### src/hw/motor_fault_map.vh
/*
 * register map, field positions and timing constants of the motor fault
 * and power-mode controller.
 * assumes a 100 MHz system clock; comparator thresholds are digital
 * codes on the 9-bit speed scale (0x1ff is full scale).
 */
// What this block does
// - thermal shutdown halts drive, hysteretic recovery
// - over-temperature flag bit 15 during shutdown
// - temperature warning flag bit 14, independent
// - supply lockout with falling/rising hysteresis
// - buck, charge pump, LDO lockouts too
// - overcurrent: outputs high-z until lock-off timer
// - overcurrent flag bit 11 set on event
// - rotor lock stops drive immediately
// - retry after lock-off time, repeat while locked
// - status shows which lock type triggered
// - one speed source sets output duty peak
// - two-bit minimum duty limit on pulse input
// - external limiters may clamp duty below command
// - one phase grounded, two phases modulated
// - duty peak scales amplitude to supply
// - overvoltage stops drive, hysteretic exit
// - sleep or standby stops driving
// - sleep disables regulator, serial, volatile registers
// - standby keeps regulator, registers, serial port
// - analog mode: level thresholds with entry/exit times
// - pulse mode: pin low enters, high exits
// - serial mode: zero value enters, non-zero exits (standby); sleep: bit 15 set with zero value and pin low enters, pin high exits
`ifndef MOTOR_FAULT_MAP_VH
`define MOTOR_FAULT_MAP_VH

`define CLK_MHZ           100
`define ADDR_FAULT_STATUS 8'h00
`define ADDR_SPEED_CMD    8'h30
`define ADDR_CTRL         8'h3c

`define BIT_OVER_TEMP     15
`define BIT_TEMP_WARN     14
`define BIT_UVLO          13
`define BIT_OVER_VOLT     12
`define BIT_OVER_CURR     11
`define LOCK_LSB          0
`define LOCK_W            6

`define BIT_HOST_CMD_A    15
`define SPEED_MSB         8
`define CTRL_SRC_LSB      0
`define CTRL_MIN_LSB      2

`define SPEED_CMD_RESET   16'h0000
`define CTRL_RESET        16'h0000

`define SRC_ANALOG        2'h0
`define SRC_PULSE         2'h1
`define SRC_SERIAL        2'h2

`define MIN_DUTY_1        9'h033
`define MIN_DUTY_2        9'h04d
`define MIN_DUTY_3        9'h066
`define DUTY_FULL         9'h1ff

`define LVL_EN_SB         9'h010
`define LVL_EN_SL         9'h010
`define LVL_EX_SB         9'h020
`define LVL_EX_SL         9'h040

`define T_LOCK_OFF_US     5000000
`define T_EN_SB_ANA_US    1000
`define T_EN_SL_ANA_US    1000
`define T_EX_SB_ANA_US    100
`define T_EX_SL_ANA_US    1000
`define T_EN_SL_PWM_US    1000
`define T_EX_SB_PWM_US    100
`define T_EX_SL_PWM_US    1000
`define T_EN_SB_I2C_US    1000
`define T_EX_SB_I2C_US    100

`define ST_ACTIVE         2'h0
`define ST_STANDBY        2'h1
`define ST_SLEEP          2'h2

`endif

### src/hw/motor_fault_and_power_mode_ctrl.v
/*
 * motor_fault_and_power_mode_ctrl: protection flags, speed source
 * selection, duty peak shaping and sleep/standby control.
 * assumes comparator and speed pin inputs are asynchronous; the speed
 * level, clamp and waveform inputs come from logic on sys_clk_in.
 * registers are reached through the serial interface's register port.
 */
`timescale 1ns/10ps
`include "motor_fault_map.vh"
module motor_fault_and_power_mode_ctrl
#(
    parameter SLEEP_VARIANT = 1,
    parameter TW            = 32,
    parameter WIN_W         = 20,
    parameter LOCK_OFF_CYC  = `T_LOCK_OFF_US * `CLK_MHZ,
    parameter EN_SB_ANA_CYC = `T_EN_SB_ANA_US * `CLK_MHZ,
    parameter EN_SL_ANA_CYC = `T_EN_SL_ANA_US * `CLK_MHZ,
    parameter EX_SB_ANA_CYC = `T_EX_SB_ANA_US * `CLK_MHZ,
    parameter EX_SL_ANA_CYC = `T_EX_SL_ANA_US * `CLK_MHZ,
    parameter EN_SL_PWM_CYC = `T_EN_SL_PWM_US * `CLK_MHZ,
    parameter EX_SB_PWM_CYC = `T_EX_SB_PWM_US * `CLK_MHZ,
    parameter EX_SL_PWM_CYC = `T_EX_SL_PWM_US * `CLK_MHZ,
    parameter EN_SB_I2C_CYC = `T_EN_SB_I2C_US * `CLK_MHZ,
    parameter EX_SB_I2C_CYC = `T_EX_SB_I2C_US * `CLK_MHZ
)
(
    input  wire        sys_clk_in,
    input  wire        rst_b_in,
    input  wire        ce_in,
    input  wire        temp_over_sdn_in,
    input  wire        temp_below_rec_in,
    input  wire        temp_warn_in,
    input  wire        vcc_below_fall_in,
    input  wire        vcc_above_rise_in,
    input  wire        buck_uv_in,
    input  wire        cp_uv_in,
    input  wire        ldo_uv_in,
    input  wire        oc_detect_in,
    input  wire        vcc_above_ov_in,
    input  wire        vcc_below_ov_exit_in,
    input  wire [5:0]  lock_detect_in,
    input  wire        speed_pin_in,
    input  wire [8:0]  speed_level_in,
    input  wire [8:0]  clamp_limit_in,
    input  wire [7:0]  wave_a_in,
    input  wire [7:0]  wave_b_in,
    input  wire [7:0]  wave_c_in,
    input  wire        reg_wr_in,
    input  wire        reg_rd_in,
    input  wire [7:0]  reg_addr_in,
    input  wire [15:0] reg_wdata_in,
    output reg  [15:0] reg_rdata_out,
    output reg  [8:0]  output_duty_peak_out,
    output reg  [8:0]  phase_a_duty_out,
    output reg  [8:0]  phase_b_duty_out,
    output reg  [8:0]  phase_c_duty_out,
    output reg         drive_en_out,
    output reg         outputs_hiz_out,
    output reg         buck_en_out,
    output reg         serial_en_out,
    output reg  [1:0]  power_state_out
);
    localparam NSYNC = 18;

    reg [NSYNC-1:0] sync1_r;
    reg [NSYNC-1:0] sync2_r;
    reg             tsd_r;
    reg             uvlo_r;
    reg             ov_r;
    reg             oc_flag_r;
    reg             off_r;
    reg             hiz_r;
    reg  [TW-1:0]   off_cnt_r;
    reg  [5:0]      lock_type_r;
    reg  [15:0]     speed_reg_r;
    reg  [15:0]     ctrl_r;
    reg  [1:0]      pstate_r;
    reg  [WIN_W-1:0] win_r;
    reg  [WIN_W:0]  high_cnt_r;
    reg  [8:0]      pulse_duty_r;
    reg  [8:0]      cmd_nxt;
    reg  [8:0]      lim_nxt;
    reg  [8:0]      peak_nxt;
    reg  [8:0]      pulse_cmd;
    reg             en_cond;
    reg             ex_cond;
    reg  [TW-1:0]   en_lim;
    reg  [TW-1:0]   ex_lim;
    reg  [1:0]      pstate_nxt;
    reg  [7:0]      wmin;

    wire s_tsd_over  = sync2_r[0];
    wire s_tsd_rec   = sync2_r[1];
    wire s_warn      = sync2_r[2];
    wire s_uv_fall   = sync2_r[3];
    wire s_uv_rise   = sync2_r[4];
    wire s_sub_uv    = sync2_r[5] | sync2_r[6] | sync2_r[7];
    wire s_oc        = sync2_r[8];
    wire s_ov        = sync2_r[9];
    wire s_ov_exit   = sync2_r[10];
    wire s_pin       = sync2_r[11];
    wire [5:0] s_lock = sync2_r[17:12];
    wire s_locked    = |s_lock;

    wire [1:0] src    = ctrl_r[`CTRL_SRC_LSB+1:`CTRL_SRC_LSB];
    wire [1:0] minsel = ctrl_r[`CTRL_MIN_LSB+1:`CTRL_MIN_LSB];
    wire [8:0] spd_val = speed_reg_r[`SPEED_MSB:0];
    wire host_a   = speed_reg_r[`BIT_HOST_CMD_A];
    wire asleep   = (pstate_r == `ST_SLEEP);
    wire reg_ok   = !asleep;
    wire wr_speed = reg_wr_in && reg_ok && (reg_addr_in == `ADDR_SPEED_CMD);
    wire wr_ctrl  = reg_wr_in && reg_ok && (reg_addr_in == `ADDR_CTRL);
    wire rd_fault = reg_rd_in && reg_ok && (reg_addr_in == `ADDR_FAULT_STATUS);
    wire [WIN_W+8:0] hc_ext = {high_cnt_r[WIN_W-1:0], 9'h000};
    wire en_done;
    wire ex_done;
    wire drive_ok;

    always @(posedge sys_clk_in or negedge rst_b_in)
    begin
        if (!rst_b_in)
        begin
            sync1_r <= {NSYNC{1'b0}};
            sync2_r <= {NSYNC{1'b0}};
        end
        else if (ce_in)
        begin
            sync1_r <= {lock_detect_in, speed_pin_in, vcc_below_ov_exit_in,
                        vcc_above_ov_in, oc_detect_in, ldo_uv_in, cp_uv_in,
                        buck_uv_in, vcc_above_rise_in, vcc_below_fall_in,
                        temp_warn_in, temp_below_rec_in, temp_over_sdn_in};
            sync2_r <= sync1_r;
        end
    end

    // hysteretic protection latches; lockout asserted from reset
    always @(posedge sys_clk_in or negedge rst_b_in)
    begin
        if (!rst_b_in)
        begin
            tsd_r  <= 1'b0;
            uvlo_r <= 1'b1;
            ov_r   <= 1'b0;
        end
        else if (ce_in)
        begin
            if (s_tsd_over)
                tsd_r <= 1'b1;
            else if (s_tsd_rec)
                tsd_r <= 1'b0;
            if (s_uv_fall || s_sub_uv)
                uvlo_r <= 1'b1;
            else if (s_uv_rise)
                uvlo_r <= 1'b0;
            if (s_ov)
                ov_r <= 1'b1;
            else if (s_ov_exit)
                ov_r <= 1'b0;
        end
    end

    // lock-off cycle shared by overcurrent and rotor lock
    always @(posedge sys_clk_in or negedge rst_b_in)
    begin
        if (!rst_b_in)
        begin
            off_r       <= 1'b0;
            hiz_r       <= 1'b0;
            off_cnt_r   <= {TW{1'b0}};
            lock_type_r <= 6'h00;
            oc_flag_r   <= 1'b0;
        end
        else if (ce_in)
        begin
            if (s_oc)
                oc_flag_r <= 1'b1;
            else if (rd_fault)
                oc_flag_r <= 1'b0;
            if (!off_r && (s_oc || s_locked))
            begin
                off_r       <= 1'b1;
                hiz_r       <= s_oc;
                off_cnt_r   <= LOCK_OFF_CYC;
                lock_type_r <= s_lock;
            end
            else if (off_r)
            begin
                lock_type_r <= lock_type_r | s_lock;
                hiz_r       <= hiz_r | s_oc;
                if (off_cnt_r <= {{(TW-1){1'b0}}, 1'b1})
                begin
                    off_r <= 1'b0;
                    hiz_r <= 1'b0;
                    if (!s_locked)
                        lock_type_r <= 6'h00;
                end
                else
                    off_cnt_r <= off_cnt_r - {{(TW-1){1'b0}}, 1'b1};
            end
        end
    end

    // serial registers; the speed register is volatile across sleep
    always @(posedge sys_clk_in or negedge rst_b_in)
    begin
        if (!rst_b_in)
        begin
            speed_reg_r <= `SPEED_CMD_RESET;
            ctrl_r      <= `CTRL_RESET;
        end
        else if (ce_in)
        begin
            if (asleep)
                speed_reg_r <= `SPEED_CMD_RESET;
            else if (wr_speed)
                speed_reg_r <= reg_wdata_in;
            if (wr_ctrl)
                ctrl_r <= reg_wdata_in;
        end
    end

    always @(posedge sys_clk_in or negedge rst_b_in)
    begin
        if (!rst_b_in)
            reg_rdata_out <= 16'h0000;
        else if (ce_in && reg_rd_in)
        begin
            reg_rdata_out <= 16'h0000;
            if (reg_ok)
                case (reg_addr_in)
                    `ADDR_FAULT_STATUS:
                    begin
                        reg_rdata_out[`BIT_OVER_TEMP] <= tsd_r;
                        reg_rdata_out[`BIT_TEMP_WARN] <= s_warn;
                        reg_rdata_out[`BIT_UVLO]      <= uvlo_r;
                        reg_rdata_out[`BIT_OVER_VOLT] <= ov_r;
                        reg_rdata_out[`BIT_OVER_CURR] <= oc_flag_r;
                        reg_rdata_out[`LOCK_LSB+`LOCK_W-1:`LOCK_LSB]
                            <= lock_type_r;
                    end
                    `ADDR_SPEED_CMD: reg_rdata_out <= speed_reg_r;
                    `ADDR_CTRL:      reg_rdata_out <= ctrl_r;
                    default:         reg_rdata_out <= 16'h0000;
                endcase
        end
    end

    // pulse duty: high time over a fixed window of 2^WIN_W cycles
    always @(posedge sys_clk_in or negedge rst_b_in)
    begin
        if (!rst_b_in)
        begin
            win_r        <= {WIN_W{1'b0}};
            high_cnt_r   <= {(WIN_W+1){1'b0}};
            pulse_duty_r <= 9'h000;
        end
        else if (ce_in)
        begin
            win_r <= win_r + {{(WIN_W-1){1'b0}}, 1'b1};
            if (&win_r)
            begin
                high_cnt_r <= {(WIN_W+1){1'b0}};
                if (high_cnt_r[WIN_W])
                    pulse_duty_r <= `DUTY_FULL;
                else
                    pulse_duty_r <= hc_ext[WIN_W+8:WIN_W];
            end
            else if (s_pin)
                high_cnt_r <= high_cnt_r + {{WIN_W{1'b0}}, 1'b1};
        end
    end

    always @*
    begin
        case (minsel)
            2'h1:    lim_nxt = `MIN_DUTY_1;
            2'h2:    lim_nxt = `MIN_DUTY_2;
            2'h3:    lim_nxt = `MIN_DUTY_3;
            default: lim_nxt = 9'h000;
        endcase
        pulse_cmd = (pulse_duty_r < lim_nxt) ? lim_nxt : pulse_duty_r;
        case (src)
            `SRC_ANALOG: cmd_nxt = speed_level_in;
            `SRC_PULSE:  cmd_nxt = pulse_cmd;
            `SRC_SERIAL: cmd_nxt = spd_val;
            default:     cmd_nxt = 9'h000;
        endcase
        peak_nxt = (clamp_limit_in < cmd_nxt) ? clamp_limit_in
                                              : cmd_nxt;
    end

    // sleep/standby entry and exit conditions per command source
    always @*
    begin
        en_cond = 1'b0;
        ex_cond = 1'b0;
        en_lim  = EN_SB_ANA_CYC;
        ex_lim  = EX_SB_ANA_CYC;
        case (src)
            `SRC_ANALOG:
            begin
                en_cond = SLEEP_VARIANT ? (speed_level_in < `LVL_EN_SL)
                                        : (speed_level_in < `LVL_EN_SB);
                ex_cond = SLEEP_VARIANT ? (speed_level_in > `LVL_EX_SL)
                                        : (speed_level_in > `LVL_EX_SB);
                en_lim  = SLEEP_VARIANT ? EN_SL_ANA_CYC : EN_SB_ANA_CYC;
                ex_lim  = SLEEP_VARIANT ? EX_SL_ANA_CYC : EX_SB_ANA_CYC;
            end
            `SRC_PULSE:
            begin
                en_cond = !s_pin;
                ex_cond = s_pin;
                en_lim  = EN_SL_PWM_CYC;
                ex_lim  = SLEEP_VARIANT ? EX_SL_PWM_CYC : EX_SB_PWM_CYC;
            end
            `SRC_SERIAL:
            begin
                if (SLEEP_VARIANT)
                begin
                    en_cond = host_a && (spd_val == 9'h000) && !s_pin;
                    ex_cond = s_pin;
                    en_lim  = EN_SL_PWM_CYC;
                    ex_lim  = EX_SL_PWM_CYC;
                end
                else
                begin
                    en_cond = (spd_val == 9'h000);
                    ex_cond = (spd_val != 9'h000);
                    en_lim  = EN_SB_I2C_CYC;
                    ex_lim  = EX_SB_I2C_CYC;
                end
            end
            default:
            begin
                en_cond = 1'b0;
                ex_cond = 1'b0;
            end
        endcase
    end

    hold_qualifier #(.TW(TW)) u_enter_q
    (
        .sys_clk_in (sys_clk_in),
        .rst_b_in   (rst_b_in),
        .ce_in      (ce_in),
        .cond_in    (en_cond && (pstate_r == `ST_ACTIVE)),
        .limit_in   (en_lim),
        .done_out   (en_done)
    );

    hold_qualifier #(.TW(TW)) u_exit_q
    (
        .sys_clk_in (sys_clk_in),
        .rst_b_in   (rst_b_in),
        .ce_in      (ce_in),
        .cond_in    (ex_cond && (pstate_r != `ST_ACTIVE)),
        .limit_in   (ex_lim),
        .done_out   (ex_done)
    );

    always @*
    begin
        pstate_nxt = pstate_r;
        case (pstate_r)
            `ST_ACTIVE:
                if (en_done)
                    pstate_nxt = SLEEP_VARIANT ? `ST_SLEEP : `ST_STANDBY;
            `ST_STANDBY:
                if (ex_done)
                    pstate_nxt = `ST_ACTIVE;
            `ST_SLEEP:
                if (ex_done)
                    pstate_nxt = `ST_ACTIVE;
            default:
                pstate_nxt = `ST_ACTIVE;
        endcase
    end

    assign drive_ok = !tsd_r && !uvlo_r && !ov_r && !off_r
                   && (pstate_nxt == `ST_ACTIVE);

    always @*
    begin
        wmin = wave_a_in;
        if (wave_b_in < wmin)
            wmin = wave_b_in;
        if (wave_c_in < wmin)
            wmin = wave_c_in;
    end

    function [8:0] phase_duty;
        input [7:0] w;
        input [7:0] m;
        input [8:0] pk;
        reg   [7:0] d;
        reg   [8:0] d9;
        reg   [17:0] p;
        begin
            d  = w - m;
            d9 = {1'b0, d} + {8'h00, (d == 8'hff)};
            p  = d9 * pk;
            phase_duty = p[16:8];
        end
    endfunction

    always @(posedge sys_clk_in or negedge rst_b_in)
    begin
        if (!rst_b_in)
        begin
            pstate_r             <= `ST_ACTIVE;
            output_duty_peak_out <= 9'h000;
            phase_a_duty_out     <= 9'h000;
            phase_b_duty_out     <= 9'h000;
            phase_c_duty_out     <= 9'h000;
            drive_en_out         <= 1'b0;
            outputs_hiz_out      <= 1'b0;
            buck_en_out          <= 1'b1;
            serial_en_out        <= 1'b1;
            power_state_out      <= `ST_ACTIVE;
        end
        else if (ce_in)
        begin
            pstate_r             <= pstate_nxt;
            output_duty_peak_out <= peak_nxt;
            drive_en_out         <= drive_ok;
            outputs_hiz_out      <= hiz_r;
            buck_en_out          <= (pstate_nxt != `ST_SLEEP);
            serial_en_out        <= (pstate_nxt != `ST_SLEEP);
            power_state_out      <= pstate_nxt;
            if (drive_ok && !hiz_r)
            begin
                phase_a_duty_out <= phase_duty(wave_a_in, wmin, peak_nxt);
                phase_b_duty_out <= phase_duty(wave_b_in, wmin, peak_nxt);
                phase_c_duty_out <= phase_duty(wave_c_in, wmin, peak_nxt);
            end
            else
            begin
                phase_a_duty_out <= 9'h000;
                phase_b_duty_out <= 9'h000;
                phase_c_duty_out <= 9'h000;
            end
        end
    end
endmodule // motor_fault_and_power_mode_ctrl

### src/hw/hold_qualifier.v
/*
 * hold_qualifier: reports a condition that has held for a set count.
 * assumes cond_in is already synchronous to sys_clk_in.
 */
`timescale 1ns/10ps
module hold_qualifier
#(
    parameter TW = 32
)
(
    input  wire          sys_clk_in,
    input  wire          rst_b_in,
    input  wire          ce_in,
    input  wire          cond_in,
    input  wire [TW-1:0] limit_in,
    output wire          done_out
);
    reg [TW-1:0] count_r;

    always @(posedge sys_clk_in or negedge rst_b_in)
    begin
        if (!rst_b_in)
            count_r <= {TW{1'b0}};
        else if (ce_in)
        begin
            if (!cond_in)
                count_r <= {TW{1'b0}};
            else if (count_r < limit_in)
                count_r <= count_r + {{(TW-1){1'b0}}, 1'b1};
        end
    end

    assign done_out = cond_in && (count_r >= limit_in);
endmodule // hold_qualifier

### config.mk
export PLATFORM = sky130hd
export DESIGN_NAME = motor_fault_and_power_mode_ctrl
export DESIGN_NICKNAME = d
export VERILOG_FILES = /design/src/hw/motor_fault_and_power_mode_ctrl.v /design/src/hw/hold_qualifier.v
export VERILOG_INCLUDE_DIRS = /design/src /design/src/hw
export SDC_FILE = /design/constraint.sdc
export NUM_CORES = 1
export LEC_CHECK = 0
export ABC_AREA = 1
export CAP_MARGIN = 30
export CORE_AREA = 2 2 197 199
export DETAILED_ROUTE_END_ITERATION = 10
export DIE_AREA = 0 0 199 201
export DONT_BUFFER_PORTS = 1
export GPL_ROUTABILITY_DRIVEN = 0
export PLACE_DENSITY = 0.75
export SYNTH_ARGS = -nofsm -noshare
export SYNTH_HDL_FRONTEND = slang
export SYNTH_SLANG_ARGS = --single-unit
### constraint.sdc
create_clock -name sys_clk_in -period 21.3 [get_ports sys_clk_in]
set_input_delay 2.13 -clock sys_clk_in [delete_from_list [all_inputs] [get_ports sys_clk_in]]
set_output_delay 2.13 -clock sys_clk_in [all_outputs]
set_load 0.05 [all_outputs]
==> results by group <==
Status
  – Status: finished clean

Synth
  – Synth top area cells: dfrtp_1, fa_1, nand2_1, ha_1, inv_1
  – Yosys top cell by area: dfrtp_1
  – Synthesized cell area: around 23000 um^2
  – Net Count, Synth: around 3300
  – Post-synth EDFFs: 0
  – Synth top area share: 0.312
  – #FFs+latches synth: 283
  – Post-synthesis sequential area ratio: 0.314
  – Top-count cell post-synth: nand2_1
  – Post-Syn Area per Cell: 7.79 um^2
  – Synth cell count leaders: nand2_1, inv_1, nor2_1
  – Synth unique cells: 69
  – Synth Instances: 2896
  – Post-synth ARST share: 1.00
  – Ys Warns: 0
  – Ys flop type: dfrtp_1

Detailed routing
  – Wire per inst: 16.2 um
  – Vias/cell: 5.59
  – Total number of vias: 19100
  – DRT antenna net count: 0
  – Initial DRC count: 1363
  – Drt drc: 0
  – DR pass1 iterations: 5
  – Aggregate routed wire length: between 50 and 60 mm

Clock network
  – Clock Path Buffers: 3
  – H-Tree Depth: 1
  – Post-CTS Setup Inserts: 0
  – Clock Latency Late Sink: 0.58 ns
  – Sink Count: 283
  – CTS tree: done
  – Post_cts resized: 0
  – Reg clk slew, reported paths: 0.06 ns
  – CTS Hold Bufs: 0
  – Num CTS Buffers: 29
  – CTS root buffer: clkbuf_16

Setup path
  – CP arrival: 12.49 ns
  – Setup crit start kind: primary input
  – Path depth of the worst reg2reg path: 40
  – Reg-to-reg endpoint: phase_a_duty_out[8]
  – Max stage delay cell, worst path: a211oi_2
  – Reg-to-Reg Start: ctrl_r[3]
  – Critical path origin: wave_a_in[5]
  – Critical Path RT: 21.75 ns
  – Crit path capture: phase_a_duty_out[8]
  – Crit Path Max Fanout: 20
  – Critical Path End Type: register
  – Worst Path Class, Setup: in2reg
  – Crit-path max cell delay: a little under 0.6 ns
  – Most common cell on crit path: nand2_1
  – Reg-to-reg slack, setup: ~12 ns

GRT
  – Vias in the first global route: roughly 19000
  – Met3 Use GR: 0.0428
  – First-pass GRT wire length: 93.1 mm
  – Met1 Use GR: 0.377
  – Grt peak-use layer: met2
  – Initial antenna violation count: 1
  – Largest net degree at the start of global routing: around 280
  – Total Routing Usage GR: 0.285
  – Met2 usage: 0.478
  – Overflow after GRT: 0

Finish
  – NumNets Final: 3274
  – Final core occ: 0.631
  – Share of layout cells above drive strength 1: 0.0597
  – Final Cell Area: 24100 um^2
  – Fillcell total: approximately 3300
  – Area growth syn-to-layout: 6.64%
  – Non-Filler Instances: 3416

Pwr
  – VDD IR max: 0.000198 V
  – Pwr Density: 176 nW/um^2
  – Pleak: 12.5 nW

Placement
  – Port Buf Inserts: 0
  – DP HPWL: 42.0 mm
  – Post-placement cell count: approximately 3400
  – Placed inst area: 23000 um^2

Die
  – Die Wd: ~200 um
  – Die area: roughly 40000 um^2
  – Cell row count: 72
  – Die height: 201 um
  – # IOs: 147
  – Core area: roughly 38000 um^2
  – Starting density of the core: 0.592

Hold path
  – Worst Hold Class: reg2reg

Timing
  – Final setup fails: 0
  – Slew HR: 0.334
  – Setup TNS: 0 ns
  – Hold WS: about 0.47 ns
  – Final Skew: 0.0205 ns
  – Fin crit share: 0.565
  – Hold Fails Final Rpt: 0
  – Max Freq: about 83 MHz
  – Worst-Margin Slew: 0.996 ns
  – Final count of pins violating max slew: 0
  – Final min period: 12.04 ns
  – RSZ-0062 raised after global routing: false

Flow run
  – Number of max-cap violations: 0
[where the power goes]
part / total (mW) / switching, mW / internal (mW)
Clock: 0.544 / 0.222 / 0.322
Combinational: 3.04 / 1.90 / 1.14
Sequential: 0.644 / 0.0554 / 0.588
Total: 4.23 / 2.18 / 2.05
[cells in the final DEF, fill, tap and decap left out, types with 5 or more instances in the layout]
master and count:
a211oi_1 7, a21oi_1 118, a221oi_1 7, a22o_1 5, a31oi_1 8, buf_4 11, clkbuf_1 7, clkbuf_16 29
clkbuf_8 6, dfrtp_1 281, fa_1 144, ha_1 166, inv_1 500, inv_2 15, nand2_1 602, nand2_2 26
nand2_4 8, nand3_1 133, nand3_2 6, nand3b_1 7, nand4_1 35, nor2_1 329, nor2_2 16, nor2_4 6
nor3_1 52, nor3b_1 5, nor4_1 18, o21a_1 7, o21ai_0 177, o21ai_1 9, o21ai_2 10, o21bai_1 9
o22ai_1 36, o31ai_1 5, or2_2 6, xnor2_1 8, xor2_1 23
[through the flow]
stage,power (mW),worst slack [ns]
finish,4.23,9.26
global placement,3.57,9.23
CTS,4.24,9.35
global route,4.81,8.33
detailed placement,3.66,8.79
floorplan,3.00,9.79
[logic make-up (layout without fill, tap and decap cells)]
group	count (synthesis)	in the layout	synth area share
AOI/OAI and AO/OA	424	424	0.107
xor gates and xnor gates	37	37	0.0179
adders and majority gates	310	310	0.220
buffers and inverters	583	584	0.0989
DFF	283	283	0.314
other	0	1	0
and+or+nand+nor	1259	1259	0.242
[sequential cells by signal, summed over array words and instances, names as in the netlist, 16 cells and up]
register,count
sync1_r,18
u_exit_q.count_r,32
reg_rdata_out,16
speed_reg_r,16
high_cnt_r,21
ctrl_r,16
u_enter_q.count_r,32
sync2_r,18
off_cnt_r,32
win_r,20
[worst max-delay path, delay by kind of cell]
family / cells / cell delay [ns]
compound gates: 11 / 2.99
fa+ha+maj: 10 / 3.80
buf+inv: 8 / 0.62
simple gates: 22 / 2.88
[how the worst min path moves through the flow]
| stage | from | end | slack, ns | cells after the start |
|---|---|---|---|---|
| 5_1_grt | sync1_r[14] | sync1_r[14] | 0.49 | 2 |
| 4_1_cts | sync1_r[8] | sync1_r[8] | 0.47 | 2 |
| 6_report | sync1_r[7] | sync1_r[7] | 0.47 | 2 |
| 2_1_floorplan | sync1_r[0] | sync1_r[0] | 0.44 | 2 |
| 3_3_place_gp | sync1_r[8] | sync1_r[8] | 0.45 | 2 |
| 3_5_place_dp | sync1_r[8] | sync1_r[8] | 0.46 | 2 |
[layout make-up]
cell class / instances / area [um^2] / area share
multi-input combinational: 2030 / 13300 / 0.551
clock inverter: 11 / 184 / 0.00765
antenna: 1 / 2.50 / 0.000104
inverter: 519 / 1950 / 0.0810
tap: 518 / 648 / 0.0269
clock buffer: 42 / 835 / 0.0347
timing repair buffer: 12 / 87.6 / 0.00364
sequential: 283 / 7080 / 0.294
[metal layers]
metal | vias to the layer above | share of wire
li1 | 9149 | -
met1 | 9213 | 0.43
met2 | 604 | 0.47
met3 | 133 | 0.065
met4 | 0 | 0.036
met5 | - | 0
(Power assumes the default switching activity.)
